===== src/clch_pkg.sv =====
// Purpose: shared constants and types of the latch, compare and event block
// Assumes: 40 MHz module clock, 32-bit counter values from the counter core
// Notes:   register offsets are byte addresses on the plain register port
package clch_pkg;

  // ==========================================================================
  // timing
  localparam real CLCH_CLOCK_MHZ      = 40.0;
  localparam real CLCH_PULSE_STEP_MS  = 2.048;
  localparam real CLCH_PULSE_MAX_MS   = 522.24;
  localparam int  CLCH_STEP_CYC       = int'(CLCH_PULSE_STEP_MS * 1000.0 * CLCH_CLOCK_MHZ);
  localparam int  CLCH_PULSE_MAX_STEP = int'(CLCH_PULSE_MAX_MS / CLCH_PULSE_STEP_MS);

  // ==========================================================================
  // sizes
  localparam int CLCH_NCH   = 4;
  localparam int CLCH_NDIN  = 16;
  localparam int CLCH_AW    = 8;

  // ==========================================================================
  // register map
  localparam logic [7:0] CLCH_OFS_CFG    = 8'h00;
  localparam logic [7:0] CLCH_OFS_CMP    = 8'h04;
  localparam logic [7:0] CLCH_OFS_OUTSTS = 8'h08;
  localparam logic [7:0] CLCH_OFS_INSTS  = 8'h0C;
  localparam logic [7:0] CLCH_OFS_IMAGE  = 8'h10;
  localparam logic [7:0] CLCH_OFS_EVENT  = 8'h80;
  localparam logic [7:0] CLCH_OFS_IRQEN  = 8'h84;
  localparam int         CLCH_CH_STRIDE_LSB = 5;

  // ==========================================================================
  // field positions
  localparam int CLCH_OUT_LATCH_RD = 8;
  localparam int CLCH_IN_NEW_LATCH = 15;
  localparam int CLCH_IN_CMP_OUT   = 0;
  localparam int CLCH_IN_HYST_ON   = 1;
  localparam int CLCH_IN_OVF       = 2;
  localparam int CLCH_IN_UNF       = 3;
  localparam int CLCH_EV_CNT_BASE  = 16;
  localparam int CLCH_HYST_MIN_ON  = 2;

  // ==========================================================================
  // reset values
  localparam logic [23:0] CLCH_CFG_RST    = 24'h000000;
  localparam logic [31:0] CLCH_CMP_RST    = 32'h00000000;
  localparam logic [15:0] CLCH_OUTSTS_RST = 16'h0000;
  localparam logic [31:0] CLCH_EVENT_RST  = 32'h00000000;

  // ==========================================================================
  // types
  typedef enum logic [1:0] {CLCH_NEVER, CLCH_GE, CLCH_LT, CLCH_PULSE} clch_mode_t;
  typedef enum logic [1:0] {CLCH_DIR_NONE, CLCH_DIR_FWD, CLCH_DIR_BACK, CLCH_DIR_RSV} clch_dir_t;

  typedef struct packed {
    logic [7:0] hyst;
    logic [7:0] pulse;
    logic       en_cmp;
    logic       en_ovf;
    logic       en_gate;
    logic       out_bit;
    clch_dir_t  main_dir;
    clch_mode_t mode;
  } clch_cfg_t;

  typedef struct packed {
    logic [31:0] value;
    logic        upd;
    logic        up;
    logic        run;
    logic        ovf;
    logic        unf;
    logic        endv;
    logic        gopen;
    logic        gclose;
  } clch_cnt_t;

endpackage : clch_pkg


===== src/clch_top.sv =====
// Purpose: latch capture, compare outputs, hysteresis and process event bits
// Assumes: counter core on the same clock, latch and input pins asynchronous
// Notes:   registers reached over a plain one-cycle strobe port
//
// Local design decisions: the placing of the registers and the plain strobed port.
`timescale 1ns/1ps
`default_nettype none
module clch_top
  import clch_pkg::*;
#(
  parameter int NCH      = CLCH_NCH,
  parameter int NDIN     = CLCH_NDIN,
  parameter int STEP_CYC = CLCH_STEP_CYC
) (
  // clock and reset
  input  wire logic                  clock,
  input  wire logic                  resetn,
  // register port
  input  wire logic [CLCH_AW-1:0]    addr,
  input  wire logic [31:0]           wdata,
  input  wire logic                  wr,
  input  wire logic                  rd,
  output logic      [31:0]           rdata,
  // counter core
  input  wire clch_cnt_t [NCH-1:0]   cnt_in,
  // pins
  input  wire logic [NCH-1:0]        latch_pin,
  input  wire logic [NDIN-1:0]       din_pin,
  // outputs
  output logic      [NCH-1:0]        cmp_out,
  output logic                       process_irq
);

  // ==========================================================================
  // storage
  clch_cfg_t [NCH-1:0]   cfg_r;
  logic      [31:0]      cmp_r      [NCH];
  logic      [15:0]      outsts_r   [NCH];
  logic      [31:0]      latch_r    [NCH];
  logic      [NCH-1:0]   new_latch_r;
  logic      [NCH-1:0]   overflow_status_flag_r;
  logic      [NCH-1:0]   underflow_status_flag_r;
  logic      [31:0]      event_r;
  logic      [31:0]      event_nxt;
  logic                  irqen_in_r;
  logic      [31:0]      rdata_r;
  logic                  process_irq_r;

  // pin synchronisers
  logic [NCH-1:0]  latch_s1_r;
  logic [NCH-1:0]  latch_s2_r;
  logic [NCH-1:0]  latch_p_r;
  logic [NDIN-1:0] din_s1_r;
  logic [NDIN-1:0] din_s2_r;
  logic [NDIN-1:0] din_p_r;

  // channel results
  logic [NCH-1:0] reach;
  logic [NCH-1:0] hyst_on;
  logic [NCH-1:0] unit_out;

  // decode
  logic                 ch_hit;
  logic [1:0]           ch_sel;
  logic [7:0]           ch_ofs;
  logic [NCH-1:0]       wr_outsts;
  logic [NCH-1:0]       wr_insts;

  assign ch_hit = (addr[7] == 1'b0);
  assign ch_sel = addr[CLCH_CH_STRIDE_LSB+1:CLCH_CH_STRIDE_LSB];
  assign ch_ofs = {3'h0, addr[CLCH_CH_STRIDE_LSB-1:0]};

  // ==========================================================================
  // channel units
  for (genvar g = 0; g < NCH; g++) begin : g_ch
    clch_unit #(
      .STEP_CYC (STEP_CYC)
    ) u_unit (
      .clock    (clock),
      .resetn   (resetn),
      .cfg      (cfg_r[g]),
      .cmp_val  (cmp_r[g]),
      .cnt      (cnt_in[g]),
      .out_q    (unit_out[g]),
      .reach_q  (reach[g]),
      .hyst_on  (hyst_on[g])
    );
    assign wr_outsts[g] = wr && ch_hit && (ch_sel == 2'(g)) && (ch_ofs == CLCH_OFS_OUTSTS);
    assign wr_insts[g]  = wr && ch_hit && (ch_sel == 2'(g)) && (ch_ofs == CLCH_OFS_INSTS);
  end

  assign cmp_out     = unit_out;
  assign rdata       = rdata_r;
  assign process_irq = process_irq_r;

  // ==========================================================================
  // synchronisers
  // two stages before any edge detector; first stage read by second only
  always_ff @(posedge clock or negedge resetn) begin
    if (!resetn) begin
      latch_s1_r <= '0;
      latch_s2_r <= '0;
      latch_p_r  <= '0;
      din_s1_r   <= '0;
      din_s2_r   <= '0;
      din_p_r    <= '0;
    end else begin
      latch_s1_r <= latch_pin;
      latch_s2_r <= latch_s1_r;
      latch_p_r  <= latch_s2_r;
      din_s1_r   <= din_pin;
      din_s2_r   <= din_s1_r;
      din_p_r    <= din_s2_r;
    end
  end

  // ==========================================================================
  // configuration writes
  always_ff @(posedge clock or negedge resetn) begin
    if (!resetn) begin
      for (int i = 0; i < NCH; i++) begin
        cfg_r[i]    <= clch_cfg_t'(CLCH_CFG_RST);
        cmp_r[i]    <= CLCH_CMP_RST;
        outsts_r[i] <= CLCH_OUTSTS_RST;
      end
      irqen_in_r <= 1'b0;
    end else if (wr) begin
      if (ch_hit && ch_ofs == CLCH_OFS_CFG) begin
        cfg_r[ch_sel] <= clch_cfg_t'(wdata[23:0]);
      end else if (ch_hit && ch_ofs == CLCH_OFS_CMP) begin
        cmp_r[ch_sel] <= wdata;
      end else if (ch_hit && ch_ofs == CLCH_OFS_OUTSTS) begin
        outsts_r[ch_sel] <= wdata[15:0];
      end else if (!ch_hit && addr == CLCH_OFS_IRQEN) begin
        irqen_in_r <= wdata[0];
      end
    end
  end

  // ==========================================================================
  // latch capture
  always_ff @(posedge clock or negedge resetn) begin
    if (!resetn) begin
      for (int i = 0; i < NCH; i++) begin
        latch_r[i] <= 32'h00000000;
      end
      new_latch_r <= '0;
    end else begin
      for (int i = 0; i < NCH; i++) begin
        if (latch_s2_r[i] && !latch_p_r[i] && cnt_in[i].run) begin
          latch_r[i]     <= cnt_in[i].value;
          new_latch_r[i] <= 1'b1;
        end else if (wr_outsts[i] && wdata[CLCH_OUT_LATCH_RD]) begin
          new_latch_r[i] <= 1'b0;
        end
      end
    end
  end

  // ==========================================================================
  // overflow and underflow status
  // set wins over a clearing write in the same cycle
  always_ff @(posedge clock or negedge resetn) begin
    if (!resetn) begin
      overflow_status_flag_r  <= '0;
      underflow_status_flag_r <= '0;
    end else begin
      for (int i = 0; i < NCH; i++) begin
        if (cnt_in[i].ovf) begin
          overflow_status_flag_r[i] <= 1'b1;
        end else if (wr_insts[i] && wdata[CLCH_IN_OVF]) begin
          overflow_status_flag_r[i] <= 1'b0;
        end
        if (cnt_in[i].unf) begin
          underflow_status_flag_r[i] <= 1'b1;
        end else if (wr_insts[i] && wdata[CLCH_IN_UNF]) begin
          underflow_status_flag_r[i] <= 1'b0;
        end
      end
    end
  end

  // ==========================================================================
  // process event bits
  always_comb begin
    event_nxt = event_r;
    if (wr && !ch_hit && addr == CLCH_OFS_EVENT) begin
      event_nxt = event_r & ~wdata;
    end
    for (int i = 0; i < NDIN; i++) begin
      if (irqen_in_r && (din_s2_r[i] != din_p_r[i])) begin
        event_nxt[i] = 1'b1;
      end
    end
    for (int i = 0; i < NCH; i++) begin
      if (cfg_r[i].en_gate && cnt_in[i].gopen) begin
        event_nxt[CLCH_EV_CNT_BASE + 4*i] = 1'b1;
      end
      if (cfg_r[i].en_gate && cnt_in[i].gclose) begin
        event_nxt[CLCH_EV_CNT_BASE + 4*i + 1] = 1'b1;
      end
      // overruns inside an active band would chatter, so they stay quiet
      if (cfg_r[i].en_ovf && !hyst_on[i] && (cnt_in[i].ovf || cnt_in[i].unf || cnt_in[i].endv)) begin
        event_nxt[CLCH_EV_CNT_BASE + 4*i + 2] = 1'b1;
      end
      if (cfg_r[i].en_cmp && reach[i]) begin
        event_nxt[CLCH_EV_CNT_BASE + 4*i + 3] = 1'b1;
      end
    end
  end

  always_ff @(posedge clock or negedge resetn) begin
    if (!resetn) begin
      event_r       <= CLCH_EVENT_RST;
      process_irq_r <= 1'b0;
    end else begin
      event_r       <= event_nxt;
      process_irq_r <= (event_r != 32'h00000000);
    end
  end

  // ==========================================================================
  // register reads
  // data stand one cycle only, zero otherwise and for unmapped addresses
  always_ff @(posedge clock or negedge resetn) begin
    if (!resetn) begin
      rdata_r <= 32'h00000000;
    end else if (!rd) begin
      rdata_r <= 32'h00000000;
    end else if (ch_hit && ch_ofs == CLCH_OFS_CFG) begin
      rdata_r <= {8'h00, cfg_r[ch_sel]};
    end else if (ch_hit && ch_ofs == CLCH_OFS_CMP) begin
      rdata_r <= cmp_r[ch_sel];
    end else if (ch_hit && ch_ofs == CLCH_OFS_OUTSTS) begin
      rdata_r <= {16'h0000, outsts_r[ch_sel]};
    end else if (ch_hit && ch_ofs == CLCH_OFS_INSTS) begin
      rdata_r <= 32'h00000000;
      rdata_r[CLCH_IN_NEW_LATCH] <= new_latch_r[ch_sel];
      rdata_r[CLCH_IN_CMP_OUT]   <= unit_out[ch_sel];
      rdata_r[CLCH_IN_HYST_ON]   <= hyst_on[ch_sel];
      rdata_r[CLCH_IN_OVF]       <= overflow_status_flag_r[ch_sel];
      rdata_r[CLCH_IN_UNF]       <= underflow_status_flag_r[ch_sel];
    end else if (ch_hit && ch_ofs == CLCH_OFS_IMAGE) begin
      if (outsts_r[ch_sel][CLCH_OUT_LATCH_RD]) begin
        rdata_r <= latch_r[ch_sel];
      end else begin
        rdata_r <= cnt_in[ch_sel].value;
      end
    end else if (!ch_hit && addr == CLCH_OFS_EVENT) begin
      rdata_r <= event_r;
    end else if (!ch_hit && addr == CLCH_OFS_IRQEN) begin
      rdata_r <= {31'h00000000, irqen_in_r};
    end else begin
      rdata_r <= 32'h00000000;
    end
  end

endmodule : clch_top
`default_nettype wire


===== src/clch_unit.sv =====
// Purpose: comparator, hysteresis band and pulse timer of one counter channel
// Assumes: counter value and update strobe on the module clock
// Notes:   a nonzero pulse length is an exact multiple of the step; zero holds while equal
`timescale 1ns/1ps
`default_nettype none
module clch_unit
  import clch_pkg::*;
#(
  parameter int STEP_CYC = CLCH_STEP_CYC
) (
  // clock and reset
  input  wire logic        clock,
  input  wire logic        resetn,
  // settings
  input  wire clch_cfg_t   cfg,
  input  wire logic [31:0] cmp_val,
  // counter core
  input  wire clch_cnt_t   cnt,
  // results
  output logic             out_q,
  output logic             reach_q,
  output logic             hyst_on
);

  localparam int PW = $clog2(STEP_CYC + 1);

  logic signed [32:0] diff;
  logic signed [32:0] hwx;
  logic               in_band;
  logic               dir_ok;
  logic               cond_raw;
  logic               cond_eff;
  logic               cond_prev_r;
  logic [7:0]         hw_r;
  logic               pulsing_r;
  logic [7:0]         rem_r;
  logic [PW-1:0]      pre_r;
  logic               reach;

  // ==========================================================================
  // comparison
  assign diff    = $signed({cnt.value[31], cnt.value}) - $signed({cmp_val[31], cmp_val});
  assign hwx     = $signed({25'h0000000, hw_r});
  assign in_band = (diff <= hwx) && (diff >= -hwx);
  assign dir_ok  = (cfg.main_dir == CLCH_DIR_NONE) || (cfg.main_dir == CLCH_DIR_FWD && cnt.up) ||
                   (cfg.main_dir == CLCH_DIR_BACK && !cnt.up);

  always_comb begin
    case (cfg.mode)
      CLCH_GE:    cond_raw = !diff[32];
      CLCH_LT:    cond_raw = diff[32];
      CLCH_PULSE: cond_raw = (diff == 33'sh0) && dir_ok;
      default:    cond_raw = 1'b0;
    endcase
  end

  // frozen result while the band holds
  assign cond_eff = hyst_on ? 1'b1 : cond_raw;
  assign reach    = cnt.upd && cond_eff && !cond_prev_r;

  // ==========================================================================
  // hysteresis band
  always_ff @(posedge clock or negedge resetn) begin
    if (!resetn) begin
      hyst_on     <= 1'b0;
      hw_r        <= 8'h00;
      cond_prev_r <= 1'b0;
    end else if (cnt.upd) begin
      cond_prev_r <= cond_eff;
      if (hyst_on && !in_band) begin
        hyst_on <= 1'b0;
      end else if (!hyst_on && cond_raw && !cond_prev_r && cfg.hyst >= 8'(CLCH_HYST_MIN_ON)) begin
        hyst_on <= 1'b1;
        hw_r    <= cfg.hyst;
      end
    end
  end

  // ==========================================================================
  // output and pulse timer
  always_ff @(posedge clock or negedge resetn) begin
    if (!resetn) begin
      out_q     <= 1'b0;
      reach_q   <= 1'b0;
      pulsing_r <= 1'b0;
      rem_r     <= 8'h00;
      pre_r     <= '0;
    end else begin
      reach_q <= reach;
      case (cfg.mode)
        CLCH_NEVER: begin
          out_q     <= cfg.out_bit;
          pulsing_r <= 1'b0;
        end
        CLCH_GE, CLCH_LT: begin
          out_q     <= cond_eff;
          pulsing_r <= 1'b0;
        end
        default: begin
          if (!pulsing_r) begin
            out_q <= reach;
            if (reach) begin
              pulsing_r <= 1'b1;
              rem_r     <= cfg.pulse;
              pre_r     <= PW'(STEP_CYC - 1);
            end
          end else if (rem_r == 8'h00) begin
            if (cnt.upd && !cond_eff) begin
              out_q     <= 1'b0;
              pulsing_r <= 1'b0;
            end
          end else if (pre_r != '0) begin
            pre_r <= pre_r - PW'(1);
          end else if (rem_r == 8'h01) begin
            out_q     <= 1'b0;
            pulsing_r <= 1'b0;
          end else begin
            rem_r <= rem_r - 8'h01;
            pre_r <= PW'(STEP_CYC - 1);
          end
        end
      endcase
    end
  end

endmodule : clch_unit
`default_nettype wire


===== config.mk =====
export PLATFORM = sky130hd
export DESIGN_NAME = clch_top
export DESIGN_NICKNAME = d
export VERILOG_FILES = /design/src/clch_pkg.sv /design/src/clch_top.sv /design/src/clch_unit.sv
export SDC_FILE = /design/constraint.sdc
export NUM_CORES = 2
export LEC_CHECK = 0
export BUFFER_PORTS_ARGS = -buffer_cell sky130_fd_sc_hd__buf_2
export CORE_AREA = 2 2 408 309
export DETAILED_ROUTE_END_ITERATION = 10
export DIE_AREA = 0 0 410 311
export PLACE_DENSITY = 0.53
export SLEW_MARGIN = 10
export SYNTH_ARGS = -nofsm -noshare
export SYNTH_HDL_FRONTEND = slang
export SYNTH_SLANG_ARGS = --single-unit

===== constraint.sdc =====
create_clock -name clock -period 12.27 [get_ports clock]
set_input_delay 2.454 -clock clock [delete_from_list [all_inputs] [get_ports clock]]
set_output_delay 2.454 -clock clock [all_outputs]
set_load 0.01 [all_outputs]

==> results.toml <==
[outcome]
outcome = "finished clean"

[cts]
clock-root-buffer = "clkbuf_16"
cts.hold.buffers_added = 0
cts_made_buffers = 79
clkTransAtPathRegs_ns = 0.06
cts_tree = "yes"
cts.repair_timing.setup_buffer_count = 0
max-clock-path-buffers = 3
clock_latency_ns = 0.69
post_cts.resized_instances = 0
cts-htree-levels = 3
cts_sinks = 706

[timing]
transition_time_of_the_tightest_slew_check_pin_ns = 1.22
hold-worst-slack_ns = 0.346
maxClockFrequency_mhz = 140
drv_slew = 0
report.final.hold_viol_count = 0
slew_headroom = 0.188
post-route-period-util = 0.580
setup_viol = 0
layout_min_cycle_time_ns = 7.12
fin_setup_tns_ns = 0
fin_worst_skew_ns = 0.0378
grt_setup_unrepaired = "no"

[global_route]
antenna_found_initial = 27
top_usage_layer = "met1"
gr-usage-met2 = 0.385
grt_first_pass_wirelength_um = 261000
via_count_of_the_first_global_routing_pass = 36500
pin_count_of_the_biggest_net_entering_global_routing = 174
grt.met3_usage = 0.0987
global_route.usage.met1 = 0.415
track_usage = 0.279
sum_of_overflow_across_all_layers_after_global_routing = 0

[critical_path]
critPathKind = "input pin to flip-flop"
r2r_end = "g_ch[2].u_unit.rem_r[5]"
cp-end-kind = "flip-flop"
worst-endpoint-arrival_ns = 7.72
setup.reg_to_reg.worst_slack_ns = 6.77
crit_path_max_fanout = 12
worstPathRequired_ns = 12.87
timing.reg2reg.worst_path_depth = 15
rr_startpoint = "cmp_r[32]"
start_kind = "input pin"

[synthesis]
synth-edff-count = 0
netlist_area_mm2 = 0.0466
synthesis.instances = 4540
seq_area_frac_synth = 0.379
dominantRegCellSynth = "dfrtp_1"
syn-mean-instance-area_um2 = 10.3
synthArstFlopShare = 1.00
synth.distinct_cells = 101
synth-seq-cells = 706
mappedNetlistNets = 5105
synth_warnings = 0

[final_layout]
syn_to_final_growth_pct = 12.3
fraction_of_final_layout_cells_sized_beyond_drive_strength_1 = 0.228
final_common_cell = "dfrtp_1"
final_net_count = 5277
most-common-layout-cells = "dfrtp_1 (706), mux2_2 (445), ha_1 (337)"
n_fill_cell = 12000

[routing]
route.final.wire_length_um = 181000
detailedRoute.firstIterationViolations = 3892
avgRoutedWirePerCell_um = 28.1
detail_route.drc_violations = 0
post_drt_via_cell_ratio = 5.98
drt_first_pass_iters = 9
vias = 38500
post_route_ant_nets = 0

[die]
die_area_mm2 = 0.128
floorplan.initialDensity = 0.378
floorplan.die.height_um = 311
fp-row-count = 112
core_area_mm2 = 0.123
die_w_um = 410
ios = 261

[placement]
port-buffer-count = 260
place.gp.congestion = 0.963
place.detailed.hpwl_um = 143000

[hold_path]
whs_path_depth = 0
min_to = "latch_s2_r[1]"
timing.hold.worst.start = "latch_s1_r[1]"
worst_hold_path_type = "flip-flop to flip-flop"

[power_and_ir_drop]
p_per_area_mw_per_mm2 = 142
leakage_nw = 22.5
vdd.ir_drop.worst_mv = 0.105

[flow_run]
drv_cap = 0
==> kinds of logic (layout without fill, tap and decap cells) <==
group                      Yosys count  after routing  share of synthesized area
and+or+nand+nor                   1186           1186                      0.131
AOI/OAI and AO/OA                 1075           1075                      0.151
DFF                                706            706                      0.379
muxes                              629            629                      0.185
buffers and inverters              495            731                     0.0410
adders and majority gates          341            341                     0.0922
xor gates and xnor gates           108            108                     0.0203
other                                0             11                          0
==> flip-flops by register name, summed over array words and instances (netlist names), 16 cells and up <==
| signal | cells |
|---|---|
| g_ch.u_unit.pre_r | 68 |
| g_ch.u_unit.rem_r | 32 |
| latch_r | 128 |
| cfg_r | 96 |
| din_s1_r | 16 |
| din_p_r | 16 |
| event_r | 32 |
| g_ch.u_unit.hw_r | 32 |
| din_s2_r | 16 |
| cmp_r | 128 |
| outsts_r | 64 |
| rdata | 32 |
==> cells in the mapped netlist (all sizes together) (44+ instances only) <==
master    n  area (um^2)
a21o     93          698
a21oi   269         1370
a22o     50          438
and2     69          434
buf      54          258
clkbuf  154          578
dfrtp   706        17700
ha      337         4220
inv     286         1070
mux2    445         5010
mux4    141         3180
nand2   277         1040
nand2b   51          319
nand3    86          430
nand4    83          526
nor2    248          933
nor2b    47          294
nor3     83          415
nor4     56          387
o21ai   282         1430
or3      56          355
xnor2    64          561
xor2     44          385
==> metrics by stage <==
| stage | cells | utilization | setup WS (ns) | instance area, um^2 | total power [W] |
|---|---|---|---|---|---|
| after detailed placement | 6284 | 0.401 | 4.60 | 49500 | 0.00483 |
| after global routing | 6432 | 0.424 | 4.99 | 52300 | 0.00780 |
| after floorplan | 4540 | - | 6.13 | 46600 | 0.00413 |
| after global placement | 6284 | 0.401 | 4.70 | 49500 | 0.00481 |
| after CTS | 6429 | 0.424 | 5.34 | 52300 | 0.00743 |
| final | 6440 | 0.424 | 5.15 | 52300 | 0.00743 |
==> metal layers <==
layer  routed length (um)  vias up
li1                     -    17200
met1                83300    19600
met2                73600     1533
met3                20400      186
met4                 3810       10
met5                   58        -
==> worst max-delay path: stages <==
cell and delay (ns):
buf_2 0.10, inv_1 0.12, ha_1 0.25, fa_1 0.40, nand2b_1 0.19, a21oi_1 0.46, o31ai_1 0.14, buf_4 0.19
o211ai_1 0.56, a311oi_1 0.34, a2111oi_0 0.62, nand4b_1 0.24, and4bb_2 0.37, a21oi_1 0.16, o21ai_1 0.73, o32ai_1 0.22
a21oi_1 0.16
==> power by group <==
group | internal (W) | leakage, nW | switching, W
Clock | 0.00151 | 1.37 | 0.00108
Sequential | 0.00260 | 8.88 | 0.000307
Combinational | 0.000796 | 12.3 | 0.00113
==> worst max-delay path by stage <==
stage | endpoint | slack [ns] | start | depth (start not counted)
2_1_floorplan | g_ch[0].u_unit.rem_r[5] | 6.13 | cnt_in[8] | 16
3_5_place_dp | g_ch[2].u_unit.rem_r[5] | 4.60 | cnt_in[88] | 17
3_3_place_gp | g_ch[2].u_unit.rem_r[5] | 4.70 | cnt_in[88] | 17
4_1_cts | g_ch[2].u_unit.rem_r[5] | 5.34 | cnt_in[88] | 17
5_1_grt | g_ch[2].u_unit.rem_r[5] | 4.99 | cnt_in[88] | 17
6_report | g_ch[2].u_unit.rem_r[5] | 5.15 | cnt_in[88] | 17
==> layout make-up <==
cell class / instances / area [um^2] / share of cell area
antenna: 11 / 27.5 / 0.000526
clock buffer: 106 / 2280 / 0.0436
clock inverter: 39 / 508 / 0.00971
inverter: 287 / 1080 / 0.0206
multi-input combinational: 3339 / 27100 / 0.517
sequential: 706 / 17700 / 0.338
tap: 1653 / 2070 / 0.0395
timing repair buffer: 299 / 1650 / 0.0314
(Power assumes the default switching activity.)
